--- src/lsm_pkg.sv ---
// Shared types and constants for the load/store-multiple sequencer.
// Assumes one core clock; every memory-side signal is sampled on that clock.
package lsm_pkg;

    // Bus widths and register file shape
    localparam int ADDR_W = 32;
    localparam int DATA_W = 32;
    localparam int REG_COUNT = 16;
    localparam logic [3:0] PC_INDEX = 4'hF;

    // Address stepping
    localparam logic [31:0] WORD_STEP = 32'h0000_0004;
    localparam logic [31:0] WIDE_FETCH_STEP = 32'h0000_0004;
    localparam logic [31:0] COMPACT_FETCH_STEP = 32'h0000_0002;
    localparam logic [31:0] FETCH_AHEAD = 32'h0000_0003;
    localparam logic [15:0] DOUBLE_PAIR = 16'h0003;

    // Sequencing counts
    localparam int CMD_BUF_DEPTH = 2;
    localparam logic [1:0] REFILL_LAST = 2'h3;
    localparam logic TRANS_USER = 1'b0;

    // Cycle types as {request_n, sequential}
    localparam logic [1:0] CYC_NONSEQ = 2'h0;
    localparam logic [1:0] CYC_SEQ = 2'h1;
    localparam logic [1:0] CYC_IDLE = 2'h2;

    // Operations handed over by decode
    typedef enum logic [1:0] {OP_STORE, OP_BLOCK_LOAD, OP_BLOCK_STORE, OP_DOUBLE_LOAD} op_t;

    typedef struct packed {
        op_t op;
        logic [15:0] reg_list;
        logic [3:0] store_reg;
        logic [3:0] base_reg;
        logic [31:0] base;
        logic [31:0] pc;
        logic writeback;
        logic user_store;
        logic mode_trans;
        logic compact;
        logic next_uses_last;
    } cmd_t;

    typedef struct packed {
        logic [31:0] fetch_address;
        logic fetch_request_n;
        logic fetch_sequential;
    } fetch_req_t;

    typedef struct packed {
        logic [31:0] data_side_address;
        logic data_request_n;
        logic data_sequential;
        logic data_translate_n;
    } data_req_t;

    typedef struct packed {
        logic [3:0] index;
        logic [31:0] value;
    } reg_write_t;

    localparam fetch_req_t FETCH_RESET = '{32'h0000_0000, 1'b1, 1'b0};
    localparam data_req_t DATA_RESET = '{32'h0000_0000, 1'b1, 1'b0, 1'b1};

endpackage

--- src/load_store_multiple_sequencer.sv ---
// Sequencer for single store, block load, block store and double load.
// Assumes memory answers reads and takes write data one cycle after the address.
// Operation
// - Single store completes in one execute cycle
// - Store issues nonsequential request, translate per variant
// - Block load pipelines address, data, base
// - Abort mutes every later register write
// - Abort restores original base at completion
// - Loading program counter discards fetched instructions
// - Program counter is always loaded last
// - Dependent follower of multi-word load stalls once, unless the load includes the program counter
// - One-word block load never stalls follower
// - Block load request sequence and late fetch
// - Program counter load adds idle then refill
// - Interlock adds idle data cycle n+1
// - Block store computes address and base first
// - Store write data trails its address
// - Block store request sequence per word count
// - Double load behaves as two-word block load
// - Compact pop with counter acts as load
module load_store_multiple_sequencer
    import lsm_pkg::*;
#(
    parameter int BUF_DEPTH = CMD_BUF_DEPTH
)
(
    // Clock and reset
    input wire logic clk_sys,
    input wire logic reset_n,
    // Instructions from decode
    input wire logic cmd_valid,
    input wire cmd_t cmd,
    output logic cmd_ready,
    // Register bank read port for store data
    output logic [3:0] store_reg_index,
    input wire logic [DATA_W-1:0] store_reg_value,
    // Instruction side
    output fetch_req_t fetch,
    // Data side
    output data_req_t data_req,
    output logic [DATA_W-1:0] write_data,
    input wire logic [DATA_W-1:0] read_data,
    input wire logic data_abort,
    // Register writeback
    output logic reg_write_valid,
    output reg_write_t reg_write,
    // Base update, refill and interlock
    output logic base_write_valid,
    output logic [ADDR_W-1:0] base_write_value,
    output logic pc_flush,
    output logic interlock_stall
);

    localparam int PTR_W = $clog2(BUF_DEPTH);

    // Refuse depths the pointer wrap cannot serve
    if (BUF_DEPTH < 2 || (1 << PTR_W) != BUF_DEPTH)
    begin : g_bad_depth
        $error("BUF_DEPTH must be a power of two, at least 2");
    end

    typedef enum logic [1:0] {ST_IDLE, ST_XFER, ST_TAIL, ST_REFILL} seq_state_t;

    function automatic logic [3:0] lowest_index(input logic [15:0] mask);
        lowest_index = 4'h0;
        for (int k = REG_COUNT - 1; k >= 0; k--)
        begin
            if (mask[k])
                lowest_index = 4'(k);
        end
    endfunction

    function automatic logic [4:0] word_count(input logic [15:0] mask);
        word_count = 5'h00;
        for (int k = 0; k < REG_COUNT; k++)
        begin
            word_count = word_count + 5'(mask[k]);
        end
    endfunction

    function automatic logic [15:0] drop_lowest(input logic [15:0] mask);
        drop_lowest = mask & (mask - 16'h0001);
    endfunction

    // Command buffer
    cmd_t q_mem [BUF_DEPTH];
    logic [PTR_W-1:0] wr_ptr;
    logic [PTR_W-1:0] rd_ptr;
    logic [PTR_W:0] q_count;
    logic [PTR_W:0] next_q_count;
    logic q_push;
    logic take;
    cmd_t head;

    // Sequencing state
    seq_state_t state;
    logic [15:0] pending;
    logic [31:0] step;
    logic [31:0] pc_ahead;
    logic [1:0] refill_cnt;
    logic is_load;
    logic blk;
    logic has_pc;
    logic multi;
    logic dep;
    logic wb;
    logic base_in_list;
    logic [31:0] orig_base;
    logic [31:0] new_base;
    logic aborted;

    // Address-cycle and answer-cycle tags
    logic ld_issue;
    logic wr_issue;
    logic first_issue;
    logic issue_last;
    logic [3:0] issue_idx;
    logic back_load;
    logic back_store;
    logic back_last;
    logic [3:0] back_idx;

    // Decoded head command
    logic [15:0] hlist;
    logic [15:0] hrest;
    logic [31:0] hstep;
    logic hload;
    logic abort_any;

    assign q_push = cmd_valid & cmd_ready;
    // Hold the next command until the last answer of a block has used its attributes
    assign take = (q_count != '0) && (state == ST_IDLE) && !(issue_last && blk);
    assign next_q_count = q_count + (PTR_W + 1)'(q_push) - (PTR_W + 1)'(take);
    assign head = q_mem[rd_ptr];
    assign hload = (head.op == OP_BLOCK_LOAD) || (head.op == OP_DOUBLE_LOAD);
    // Double load is a two-register list from its first destination
    assign hlist = (head.op == OP_DOUBLE_LOAD) ? (DOUBLE_PAIR << head.store_reg)
                                               : head.reg_list;
    assign hrest = drop_lowest(hlist);
    assign hstep = head.compact ? COMPACT_FETCH_STEP : WIDE_FETCH_STEP;
    assign abort_any = aborted | ((back_load | back_store) & data_abort);

    // Command buffer storage and pointers; decode stalls while it is full
    always_ff @(posedge clk_sys)
    begin
        if (q_push)
            q_mem[wr_ptr] <= cmd;
    end

    always_ff @(posedge clk_sys or negedge reset_n)
    begin
        if (!reset_n)
        begin
            wr_ptr <= '0;
            rd_ptr <= '0;
            q_count <= '0;
            cmd_ready <= 1'b0;
        end
        else
        begin
            wr_ptr <= wr_ptr + PTR_W'(q_push);
            rd_ptr <= rd_ptr + PTR_W'(take);
            q_count <= next_q_count;
            cmd_ready <= next_q_count != (PTR_W + 1)'(BUF_DEPTH);
        end
    end

    // Cycle sequencing of both memory interfaces
    always_ff @(posedge clk_sys or negedge reset_n)
    begin
        if (!reset_n)
        begin
            state <= ST_IDLE;
            fetch <= FETCH_RESET;
            data_req <= DATA_RESET;
            store_reg_index <= 4'h0;
            pending <= 16'h0000;
            step <= WIDE_FETCH_STEP;
            pc_ahead <= 32'h0000_0000;
            refill_cnt <= 2'h0;
            ld_issue <= 1'b0;
            wr_issue <= 1'b0;
            first_issue <= 1'b0;
            issue_last <= 1'b0;
            issue_idx <= 4'h0;
            interlock_stall <= 1'b0;
            pc_flush <= 1'b0;
        end
        else
        begin
            ld_issue <= 1'b0;
            wr_issue <= 1'b0;
            first_issue <= 1'b0;
            issue_last <= 1'b0;
            interlock_stall <= 1'b0;
            pc_flush <= 1'b0;
            case (state)
                ST_IDLE:
                begin
                    {fetch.fetch_request_n, fetch.fetch_sequential} <= CYC_IDLE;
                    {data_req.data_request_n, data_req.data_sequential} <= CYC_IDLE;
                    if (take)
                    begin
                        // First cycle: first address out; prefetch address set, but only a single store requests it
                        step <= hstep;
                        pc_ahead <= head.pc + FETCH_AHEAD * hstep;
                        fetch.fetch_address <= head.pc + FETCH_AHEAD * hstep;
                        data_req.data_side_address <= head.base;
                        {data_req.data_request_n, data_req.data_sequential} <= CYC_NONSEQ;
                        data_req.data_translate_n <= (head.op == OP_STORE && head.user_store)
                                                     ? TRANS_USER : head.mode_trans;
                        first_issue <= 1'b1;
                        if (head.op == OP_STORE)
                        begin
                            // Single store: one execute cycle, prefetch continues
                            {fetch.fetch_request_n, fetch.fetch_sequential} <= CYC_SEQ;
                            store_reg_index <= head.store_reg;
                            wr_issue <= 1'b1;
                            issue_last <= 1'b1;
                        end
                        else
                        begin
                            {fetch.fetch_request_n, fetch.fetch_sequential} <= CYC_IDLE;
                            store_reg_index <= lowest_index(hlist);
                            issue_idx <= lowest_index(hlist);
                            pending <= hrest;
                            ld_issue <= hload;
                            wr_issue <= ~hload;
                            issue_last <= hrest == 16'h0000;
                            state <= (hrest == 16'h0000) ? ST_TAIL : ST_XFER;
                        end
                    end
                end
                ST_XFER:
                begin
                    // Later cycles: next sequential address, word of last cycle answered
                    data_req.data_side_address <= data_req.data_side_address + WORD_STEP;
                    {data_req.data_request_n, data_req.data_sequential} <= CYC_SEQ;
                    store_reg_index <= lowest_index(pending);
                    issue_idx <= lowest_index(pending);
                    pending <= drop_lowest(pending);
                    ld_issue <= is_load;
                    wr_issue <= ~is_load;
                    if (drop_lowest(pending) == 16'h0000)
                    begin
                        issue_last <= 1'b1;
                        if (!is_load || (!has_pc && !dep))
                        begin
                            fetch.fetch_address <= pc_ahead;
                            {fetch.fetch_request_n, fetch.fetch_sequential} <= CYC_SEQ;
                            state <= ST_IDLE;
                        end
                        else
                        begin
                            state <= ST_TAIL;
                        end
                    end
                end
                ST_TAIL:
                begin
                    // Idle data cycle while the last word returns
                    {data_req.data_request_n, data_req.data_sequential} <= CYC_IDLE;
                    interlock_stall <= multi & dep & ~has_pc;
                    if (has_pc)
                    begin
                        refill_cnt <= 2'h0;
                        state <= ST_REFILL;
                    end
                    else
                    begin
                        fetch.fetch_address <= pc_ahead;
                        {fetch.fetch_request_n, fetch.fetch_sequential} <= CYC_SEQ;
                        state <= ST_IDLE;
                    end
                end
                ST_REFILL:
                begin
                    // Pipeline refill from the loaded target unless the load aborted
                    refill_cnt <= refill_cnt + 2'h1;
                    if (refill_cnt == 2'h0 && !abort_any)
                    begin
                        fetch.fetch_address <= read_data;
                        {fetch.fetch_request_n, fetch.fetch_sequential} <= CYC_NONSEQ;
                        pc_flush <= 1'b1;
                    end
                    else if (refill_cnt == 2'h0 || refill_cnt == REFILL_LAST)
                    begin
                        {fetch.fetch_request_n, fetch.fetch_sequential} <= CYC_IDLE;
                        state <= ST_IDLE;
                    end
                    else
                    begin
                        fetch.fetch_address <= fetch.fetch_address + step;
                        {fetch.fetch_request_n, fetch.fetch_sequential} <= CYC_SEQ;
                    end
                end
                default:
                begin
                    state <= ST_IDLE;
                end
            endcase
        end
    end

    // Per-instruction attributes caught when the command is taken
    always_ff @(posedge clk_sys or negedge reset_n)
    begin
        if (!reset_n)
        begin
            is_load <= 1'b0;
            blk <= 1'b0;
            has_pc <= 1'b0;
            multi <= 1'b0;
            dep <= 1'b0;
            wb <= 1'b0;
            base_in_list <= 1'b0;
            orig_base <= 32'h0000_0000;
            new_base <= 32'h0000_0000;
        end
        else if (take)
        begin
            is_load <= hload;
            blk <= head.op != OP_STORE;
            has_pc <= hload & hlist[PC_INDEX];
            multi <= word_count(hlist) > 5'h01;
            dep <= head.next_uses_last;
            wb <= head.writeback & (head.op != OP_STORE);
            base_in_list <= hlist[head.base_reg] & (head.op != OP_STORE);
            orig_base <= head.base;
            new_base <= head.base + {25'h0000000, word_count(hlist), 2'b00};
        end
    end

    // Answer-cycle tags, one cycle behind each address
    always_ff @(posedge clk_sys or negedge reset_n)
    begin
        if (!reset_n)
        begin
            back_load <= 1'b0;
            back_store <= 1'b0;
            back_last <= 1'b0;
            back_idx <= 4'h0;
        end
        else
        begin
            back_load <= ld_issue;
            back_store <= wr_issue;
            back_last <= issue_last & (ld_issue | wr_issue) & blk;
            back_idx <= issue_idx;
        end
    end

    // Abort memory: cleared by the next instruction, set by an aborted answer
    always_ff @(posedge clk_sys or negedge reset_n)
    begin
        if (!reset_n)
            aborted <= 1'b0;
        else if (take)
            aborted <= 1'b0;
        else if ((back_load | back_store) & data_abort)
            aborted <= 1'b1;
    end

    // Store data trails its address by one cycle
    always_ff @(posedge clk_sys or negedge reset_n)
    begin
        if (!reset_n)
            write_data <= '0;
        else if (wr_issue)
            write_data <= store_reg_value;
    end

    // Loaded words go to the register bank; counter and aborted words do not
    always_ff @(posedge clk_sys or negedge reset_n)
    begin
        if (!reset_n)
        begin
            reg_write_valid <= 1'b0;
            reg_write <= '0;
        end
        else
        begin
            reg_write_valid <= back_load & ~abort_any & (back_idx != PC_INDEX);
            reg_write <= '{back_idx, read_data};
        end
    end

    // Base update: stores write early, loads at the end; abort restores
    always_ff @(posedge clk_sys or negedge reset_n)
    begin
        if (!reset_n)
        begin
            base_write_valid <= 1'b0;
            base_write_value <= '0;
        end
        else if (back_last && abort_any)
        begin
            base_write_valid <= wb | base_in_list;
            base_write_value <= orig_base;
        end
        else if ((back_last && is_load) || (first_issue && blk && !is_load))
        begin
            base_write_valid <= wb;
            base_write_value <= new_base;
        end
        else
        begin
            base_write_valid <= 1'b0;
        end
    end
endmodule

--- config.mk ---
export PLATFORM = sky130hd
export DESIGN_NAME = load_store_multiple_sequencer
export DESIGN_NICKNAME = d
export VERILOG_FILES = /design/src/lsm_pkg.sv /design/src/load_store_multiple_sequencer.sv
export SDC_FILE = /design/constraint.sdc
export NUM_CORES = 1
export LEC_CHECK = 0
export BUFFER_PORTS_ARGS = -buffer_cell sky130_fd_sc_hd__clkbuf_2
export CAP_MARGIN = 20
export CORE_MARGIN = 2
export CORE_UTILIZATION = 54
export CTS_BUF_LIST = sky130_fd_sc_hd__clkbuf_8
export DETAILED_ROUTE_END_ITERATION = 10
export PLACE_DENSITY = 0.77
export SLEW_MARGIN = 30
export SYNTH_ARGS = -nofsm -noshare
export SYNTH_HDL_FRONTEND = slang
export SYNTH_SLANG_ARGS = --single-unit
--- constraint.sdc ---
create_clock -name clk_sys -period 7.9 [get_ports clk_sys]
set_clock_uncertainty 0.15 [all_clocks]
set_input_delay 1.185 -clock clk_sys [delete_from_list [all_inputs] [get_ports clk_sys]]
set_output_delay 1.185 -clock clk_sys [all_outputs]
set_load 0.03 [all_outputs]
### Word-level counts from Yosys, hierarchy flattened

Memory sizes are Yosys's and may differ from the RTL's.
Cells that the tools add are included.

* bits in writable memories: 190
* register bits after elaboration: 353
* logic and storage cells: 243
* output and inout port bits: 178
* memories: 1

Memory list
* q_mem: words 2, width 95, rd ports 1, clocked after memory_dff 0, wr ports 1, RTL line load_store_multiple_sequencer.sv:86 `cmd_t q_mem [BUF_DEPTH];`

* mux-type cells: 92
* add/sub/neg operators: 26
* multiply operators: 1
* reduce and logical (&&, ||, !) cells: 38
* equality and inequality tests: 17
* shifts and indexed selects: 1
* bitwise gates (word level): 21
* $lt $le $gt $ge: 2

Operators by type and width (number)
* 34-bit 2-to-1 mux: 5
* 4-bit 2-to-1 mux: 36
* 34-bit one-hot mux with 4 select lines: 1
* 32-bit 2-to-1 mux: 3
* 32-bit one-hot mux with 2 select lines: 1
* 5-bit by 1-bit adder with 5-bit output: 11
* 16-bit 2-to-1 mux: 3
* 35-bit 2-to-1 mux: 1
* 32-bit by 3-bit adder with 32-bit output, second input constant: 1
* 32-bit adder: 1
* 32-bit by 5-bit adder with 32-bit output: 1
* 32-bit by 7-bit adder with 32-bit output: 1
* 16-bit bitwise AND: 2
* 16-bit logical NOT: 2
* 16-bit one-hot mux with 2 select lines: 1
* 16-bit by 1-bit subtractor with 16-bit output, second input constant: 2
* 2-bit 2-to-1 mux: 11
* 1-bit 2-to-1 mux: 20
* 2-bit != test, second input constant: 9
* 4-bit one-hot mux with 2 select lines: 2
* 2-bit by 4-bit << shifter with 16-bit output, first input constant: 1
* 2-bit nonzero test: 6
* 1-bit bitwise AND: 11
* 1-bit logical AND: 10
* other kinds (30): 56

### Longest topological paths before layout

An unclocked memory read counts as a cell.

* depth in word-level cells: 22
* depth in mapped cells: 34

### Worst setup path before layout

Ideal clock, no wire load.

* kind: register -> register
* start point: register rd_ptr
* end point: register new_base[28]
* slack: 0.206 ns
* stages on the path, launching flop included: 32
* library setup time: 0.129 ns
* data arrival time: 7.416 ns
* path through: dfrtp_1 -> buf_6 -> buf_12 -> buf_8 -> buf_8 -> buf_4 -> buf_6 -> buf_2 -> buf_2 -> buf_2 -> mux2i_1 -> ha_1 -> a21oi_1 -> fa_1 -> inv_1 -> fa_1 -> fa_1 -> inv_1 -> fa_1 -> inv_1 -> ha_1 -> fa_1 -> xor2_1 -> ha_1 -> a21oi_1 -> o21bai_1 -> a21oi_1 -> or4_1 -> nand2b_1 -> nor3b_1 -> xor2_1 -> o21ai_1

* longest elaborated chain between the ends: 19
* elaborated cells on any way between the ends: 20
* classes of those cells: 16 x add/sub; 1 x eq/ne; 1 x shift; 1 x mux; 1 x memory

RTL lines
* start, declared: RTL line load_store_multiple_sequencer.sv:88 `logic [PTR_W-1:0] rd_ptr;`
* start signal, assigned: RTL line load_store_multiple_sequencer.sv:162 `rd_ptr <= rd_ptr + PTR_W'(take);`
* memory 2 x 95 bit (*)
* 2-bit by 4-bit << shifter with 16-bit output or 2-bit == test (tied branches): RTL line load_store_multiple_sequencer.sv:137 `assign hlist = (head.op == OP_DOUBLE_LOAD) ? (DOUBLE_PAIR << head.store_reg)`
* 16-bit 2-to-1 mux: RTL line load_store_multiple_sequencer.sv:137
* 1-bit by 1-bit adder with 2-bit output: RTL line load_store_multiple_sequencer.sv:77 `word_count = word_count + 5'(mask[k]);`
* 2-bit by 1-bit adder with 3-bit output: RTL line load_store_multiple_sequencer.sv:77
* 3-bit by 1-bit adder with 4-bit output: RTL line load_store_multiple_sequencer.sv:77
* 4-bit by 1-bit adder with 5-bit output: RTL line load_store_multiple_sequencer.sv:77
* 5-bit by 1-bit adder with 5-bit output (11 in series): RTL line load_store_multiple_sequencer.sv:77
* 32-bit by 7-bit adder with 32-bit output (*): RTL line load_store_multiple_sequencer.sv:330 `new_base <= head.base + {25'h0000000, word_count(hlist), 2'b00};`
* end signal, assigned: RTL line load_store_multiple_sequencer.sv:330
* end, declared: RTL line load_store_multiple_sequencer.sv:109 `logic [31:0] new_base;`

Mark *: on every way between the ends. The rest lies on a longest branch, timed or not.
A chain may end at the register's enable or synchronous reset.

### Worst setup path after layout

Same ends and word-level chain as after synthesis.

==> out/metrics.csv <==
stage;metric;value;unit
run_status;outcome;finished, final reports clean;
placement;port bufs;340;
global_routing;total gr overflow;0;
sta;# setup viols final;0;
detailed_routing;antenna viol nets, final;0;
floorplanning;Core ar.;44100;um2
clocking;root buffer cell;clkbuf_8;
layout;layout net count;2717;
layout;Multi-input gate area;9690;um2
critical_path;crit end category;flop;
sta;Slew Limit Fails;0;
global_routing;largest net degree at the start of global routing;113;
global_routing;vias in the first global route;18000;
sta;Hold Fails Final Rpt;0;
synth;sequential share of the synthesized area;57.0;%
sta;setup TNS;0;ns
clocking;htree depth;3;
layout;final non-filler cell total;3165;
global_routing;first-pass GRT wire length;102000;um
clocking;CTS tree;yes;
hold_path;Worst Hold Class;flop to flop;
clocking;CTS Buf Count;83;
critical_path;crit path cell chain;nor3b_1, o22ai_1, o22ai_1, inv_1, fa_1, inv_1, fa_1, fa_1, inv_1, fa_1, inv_1, ha_1, fa_1, xor2_1, ha_1, a21oi_1, o21bai_1, a21oi_1, or4_1, nand2b_1, nor3b_1, xor2_1, o21ai_1;
synth;number of synthesized flops with an enable pin;190;
synth;Post-Syn Instances;2144;
synth;synth top area cells;dfrtp_1 33%, edfxtp_1 24%, mux2i_1 4.8%;
critical_path;most frequent CP cell;fa_1;
sta;Worst Max-Slew Pin Slew;0.968;ns
clocking;Post-CTS Resized;0;
critical_path;CP max-delay cell;dfrtp_4;
global_routing;number of antenna violations at the first check in global routing;6;
detailed_routing;Routed wire per std cell;20.9;um
detailed_routing;Iteration-0 DRC Markers;2004;
critical_path;Crit Path Category;flop to flop;
synth;Yosys top cell area share;32.8;%
synth;Top FF cell, synth;dfrtp_1;
detailed_routing;drc violations;0;
placement;Post-DP HPWL;47200;um
detailed_routing;vias per cell;5.92;
placement;# placed instances;3014;
synth;Avg Synthesized Cell Area;11.2;um2
floorplanning;die area;46300;um2
floorplanning;Die Span X;215;um
sta;Relative slew margins;33.6;%
floorplanning;Cell Rows;77;
synth;Mapped Area;24100;um2
layout;layout cells sized above 1;24.1;%
layout;Final Core Density;63.7;%
clocking;Max clock buf depth;3;
layout;Area Growth Syn to Fin;16.7;%
global_routing;aggregate global-route resource usage;28.4;%
sta;RSZ-0062 raised after global routing;no;
sta;Tcrit/Tclk final;94.5;%
floorplanning;Starting Density;54.6;%
layout;Reg area;13700;um2
job;Max Cap Violations;0;
synth;synth warn;0;
clocking;hold_buf cts;0;
critical_path;WP data arrival;7.82;ns
clocking;TritonCTS Sinks;510;
critical_path;slowest stage delay, CP;0.73;ns
critical_path;CP max FO;40;
placement;GP Congestion;0.960;
detailed_routing;routed wire length;66300;um
synth;Post-synth ARST share;62.7;%
detailed_routing;DRT Pass-1 Iters;8;
clocking;Skew-Pair Late Insertion Delay;0.67;ns
layout;fillers;3513;
synth;cell taking the most area after synthesis;dfrtp_1;
clocking;clock slew at reported path FFs;0.06;ns
detailed_routing;routed via count;18700;
sta;fin crit period;7.47;ns
floorplanning;Die Ht;215;um
critical_path;Worst Path Required;8.26;ns
critical_path;CP Launch Type;flop;
sta;fmax;134;MHz
synth;Mapped Nets;2352;
synth;post-synthesis cell type count;90;
synth;#FFs+latches synth;510;
floorplanning;# IOs;341;
==> cell families (layout without fill, tap and decap cells) <==
kind of cell	Yosys count	count (layout)	synth area share, %
mux	183	183	8.10
other cells	0	6	0
compound gates	505	505	13.4
flops	510	510	57.0
xor+xnor	89	89	3.24
simple gates	636	636	12.4
fa+ha+maj	46	46	2.78
buf+inv	175	598	3.11
==> layout make-up <==
cell class,instances,area share [%]
Clock buffer,95,4.65
Inverter,66,0.886
Tap cell,592,2.64
Antenna cell,6,0.0534
Multi-Input combinational cell,1459,34.5
Timing Repair Buffer,389,7.42
Clock inverter,48,1.05
Sequential cell,510,48.8
==> state kept, by name, summed over array words and instances (netlist names), 2 cells and up <==
register          cells
data_req             35
back_idx              4
pc_ahead             32
refill_cnt            2
new_base             30
state                 2
orig_base            32
fetch                34
pending              15
q_mem               190
base_write_value     32
reg_write            36
issue_idx             4
store_reg_index       4
q_count               2
step                  2
write_data           32
==> what timing repair did <==
action	4_1_cts	5_1_grt
hold endpoints to repair	0	0
endpoints found under the setup margin	0	2
buffers inserted	0	2
==> metrics by stage <==
step	hold slack (ns)	worst slack (ns)	area, um2
3_5_place_dp	0.215	0.463	26500
3_3_place_gp	0.207	0.621	26500
2_1_floorplan	0.202	0.206	24100
4_1_cts	0.225	0.434	28100
5_1_grt	0.234	0.0265	28100
6_report	0.227	0.433	28100
==> path summary, 6_finish.rpt <==
kind,start,to,slack (ns),depth (start not counted)
min in group asynchronous,reset_n,base_write_value[16],0.40,1
max reg2reg,rd_ptr,new_base[28],0.43,23
min,back_idx[0],reg_write[32],0.23,0
max in group asynchronous,reset_n,rd_ptr,5.63,2
max,rd_ptr,new_base[28],0.43,23
min reg2reg,back_idx[0],reg_write[32],0.23,0
==> critical path: cells and delay by family (launching register included) <==
family / cells / cell delay, ns
compound gates: 6 / 1.19
flops: 1 / 0.73
xor+xnor: 2 / 0.35
simple gates: 4 / 1.51
fa+ha+maj: 7 / 3.07
buf+inv: 4 / 0.32
==> metal layers <==
metal / track usage [%] / part of all wire (%) / vias up
met5: 0 / 0 / -
met4: 11.6 / 3.2 / 0
met3: 6.40 / 9.0 / 139
met2: 42.4 / 45 / 893
met1: 40.5 / 43 / 9135
li1: - / - / 8565
==> synth_stat cells (37+ instances only) <==
| cell | n |
|---|---|
| xor2_1 | 40 |
| clkbuf_1 | 76 |
| inv_1 | 63 |
| a21oi_1 | 142 |
| dfrtp_1 | 316 |
| nand3_1 | 63 |
| xnor2_1 | 49 |
| mux2_2 | 63 |
| nand2_1 | 219 |
| mux2i_1 | 115 |
| o21ai_0 | 136 |
| edfxtp_1 | 190 |
| nor3_1 | 37 |
| nor2_1 | 174 |
==> layout by cell type (no fill, tap or decap), types with 23 or more instances in the layout <==
| cell type | n |
|---|---|
| xnor2_1 | 49 |
| inv_1 | 85 |
| a21oi_1 | 140 |
| nand3_1 | 63 |
| mux2_2 | 63 |
| ha_1 | 29 |
| a222oi_1 | 23 |
| dfrtp_1 | 315 |
| nand2_1 | 218 |
| nor3_1 | 37 |
| clkbuf_8 | 95 |
| buf_4 | 47 |
| clkbuf_2 | 339 |
| nor2_1 | 173 |
| edfxtp_1 | 190 |
| xor2_1 | 40 |
| o21ai_0 | 136 |
| o22ai_1 | 23 |
| mux2i_1 | 112 |
Power is not shown: default switching activity piles up to over one toggle a cycle in this logic, so the estimate is an artifact.
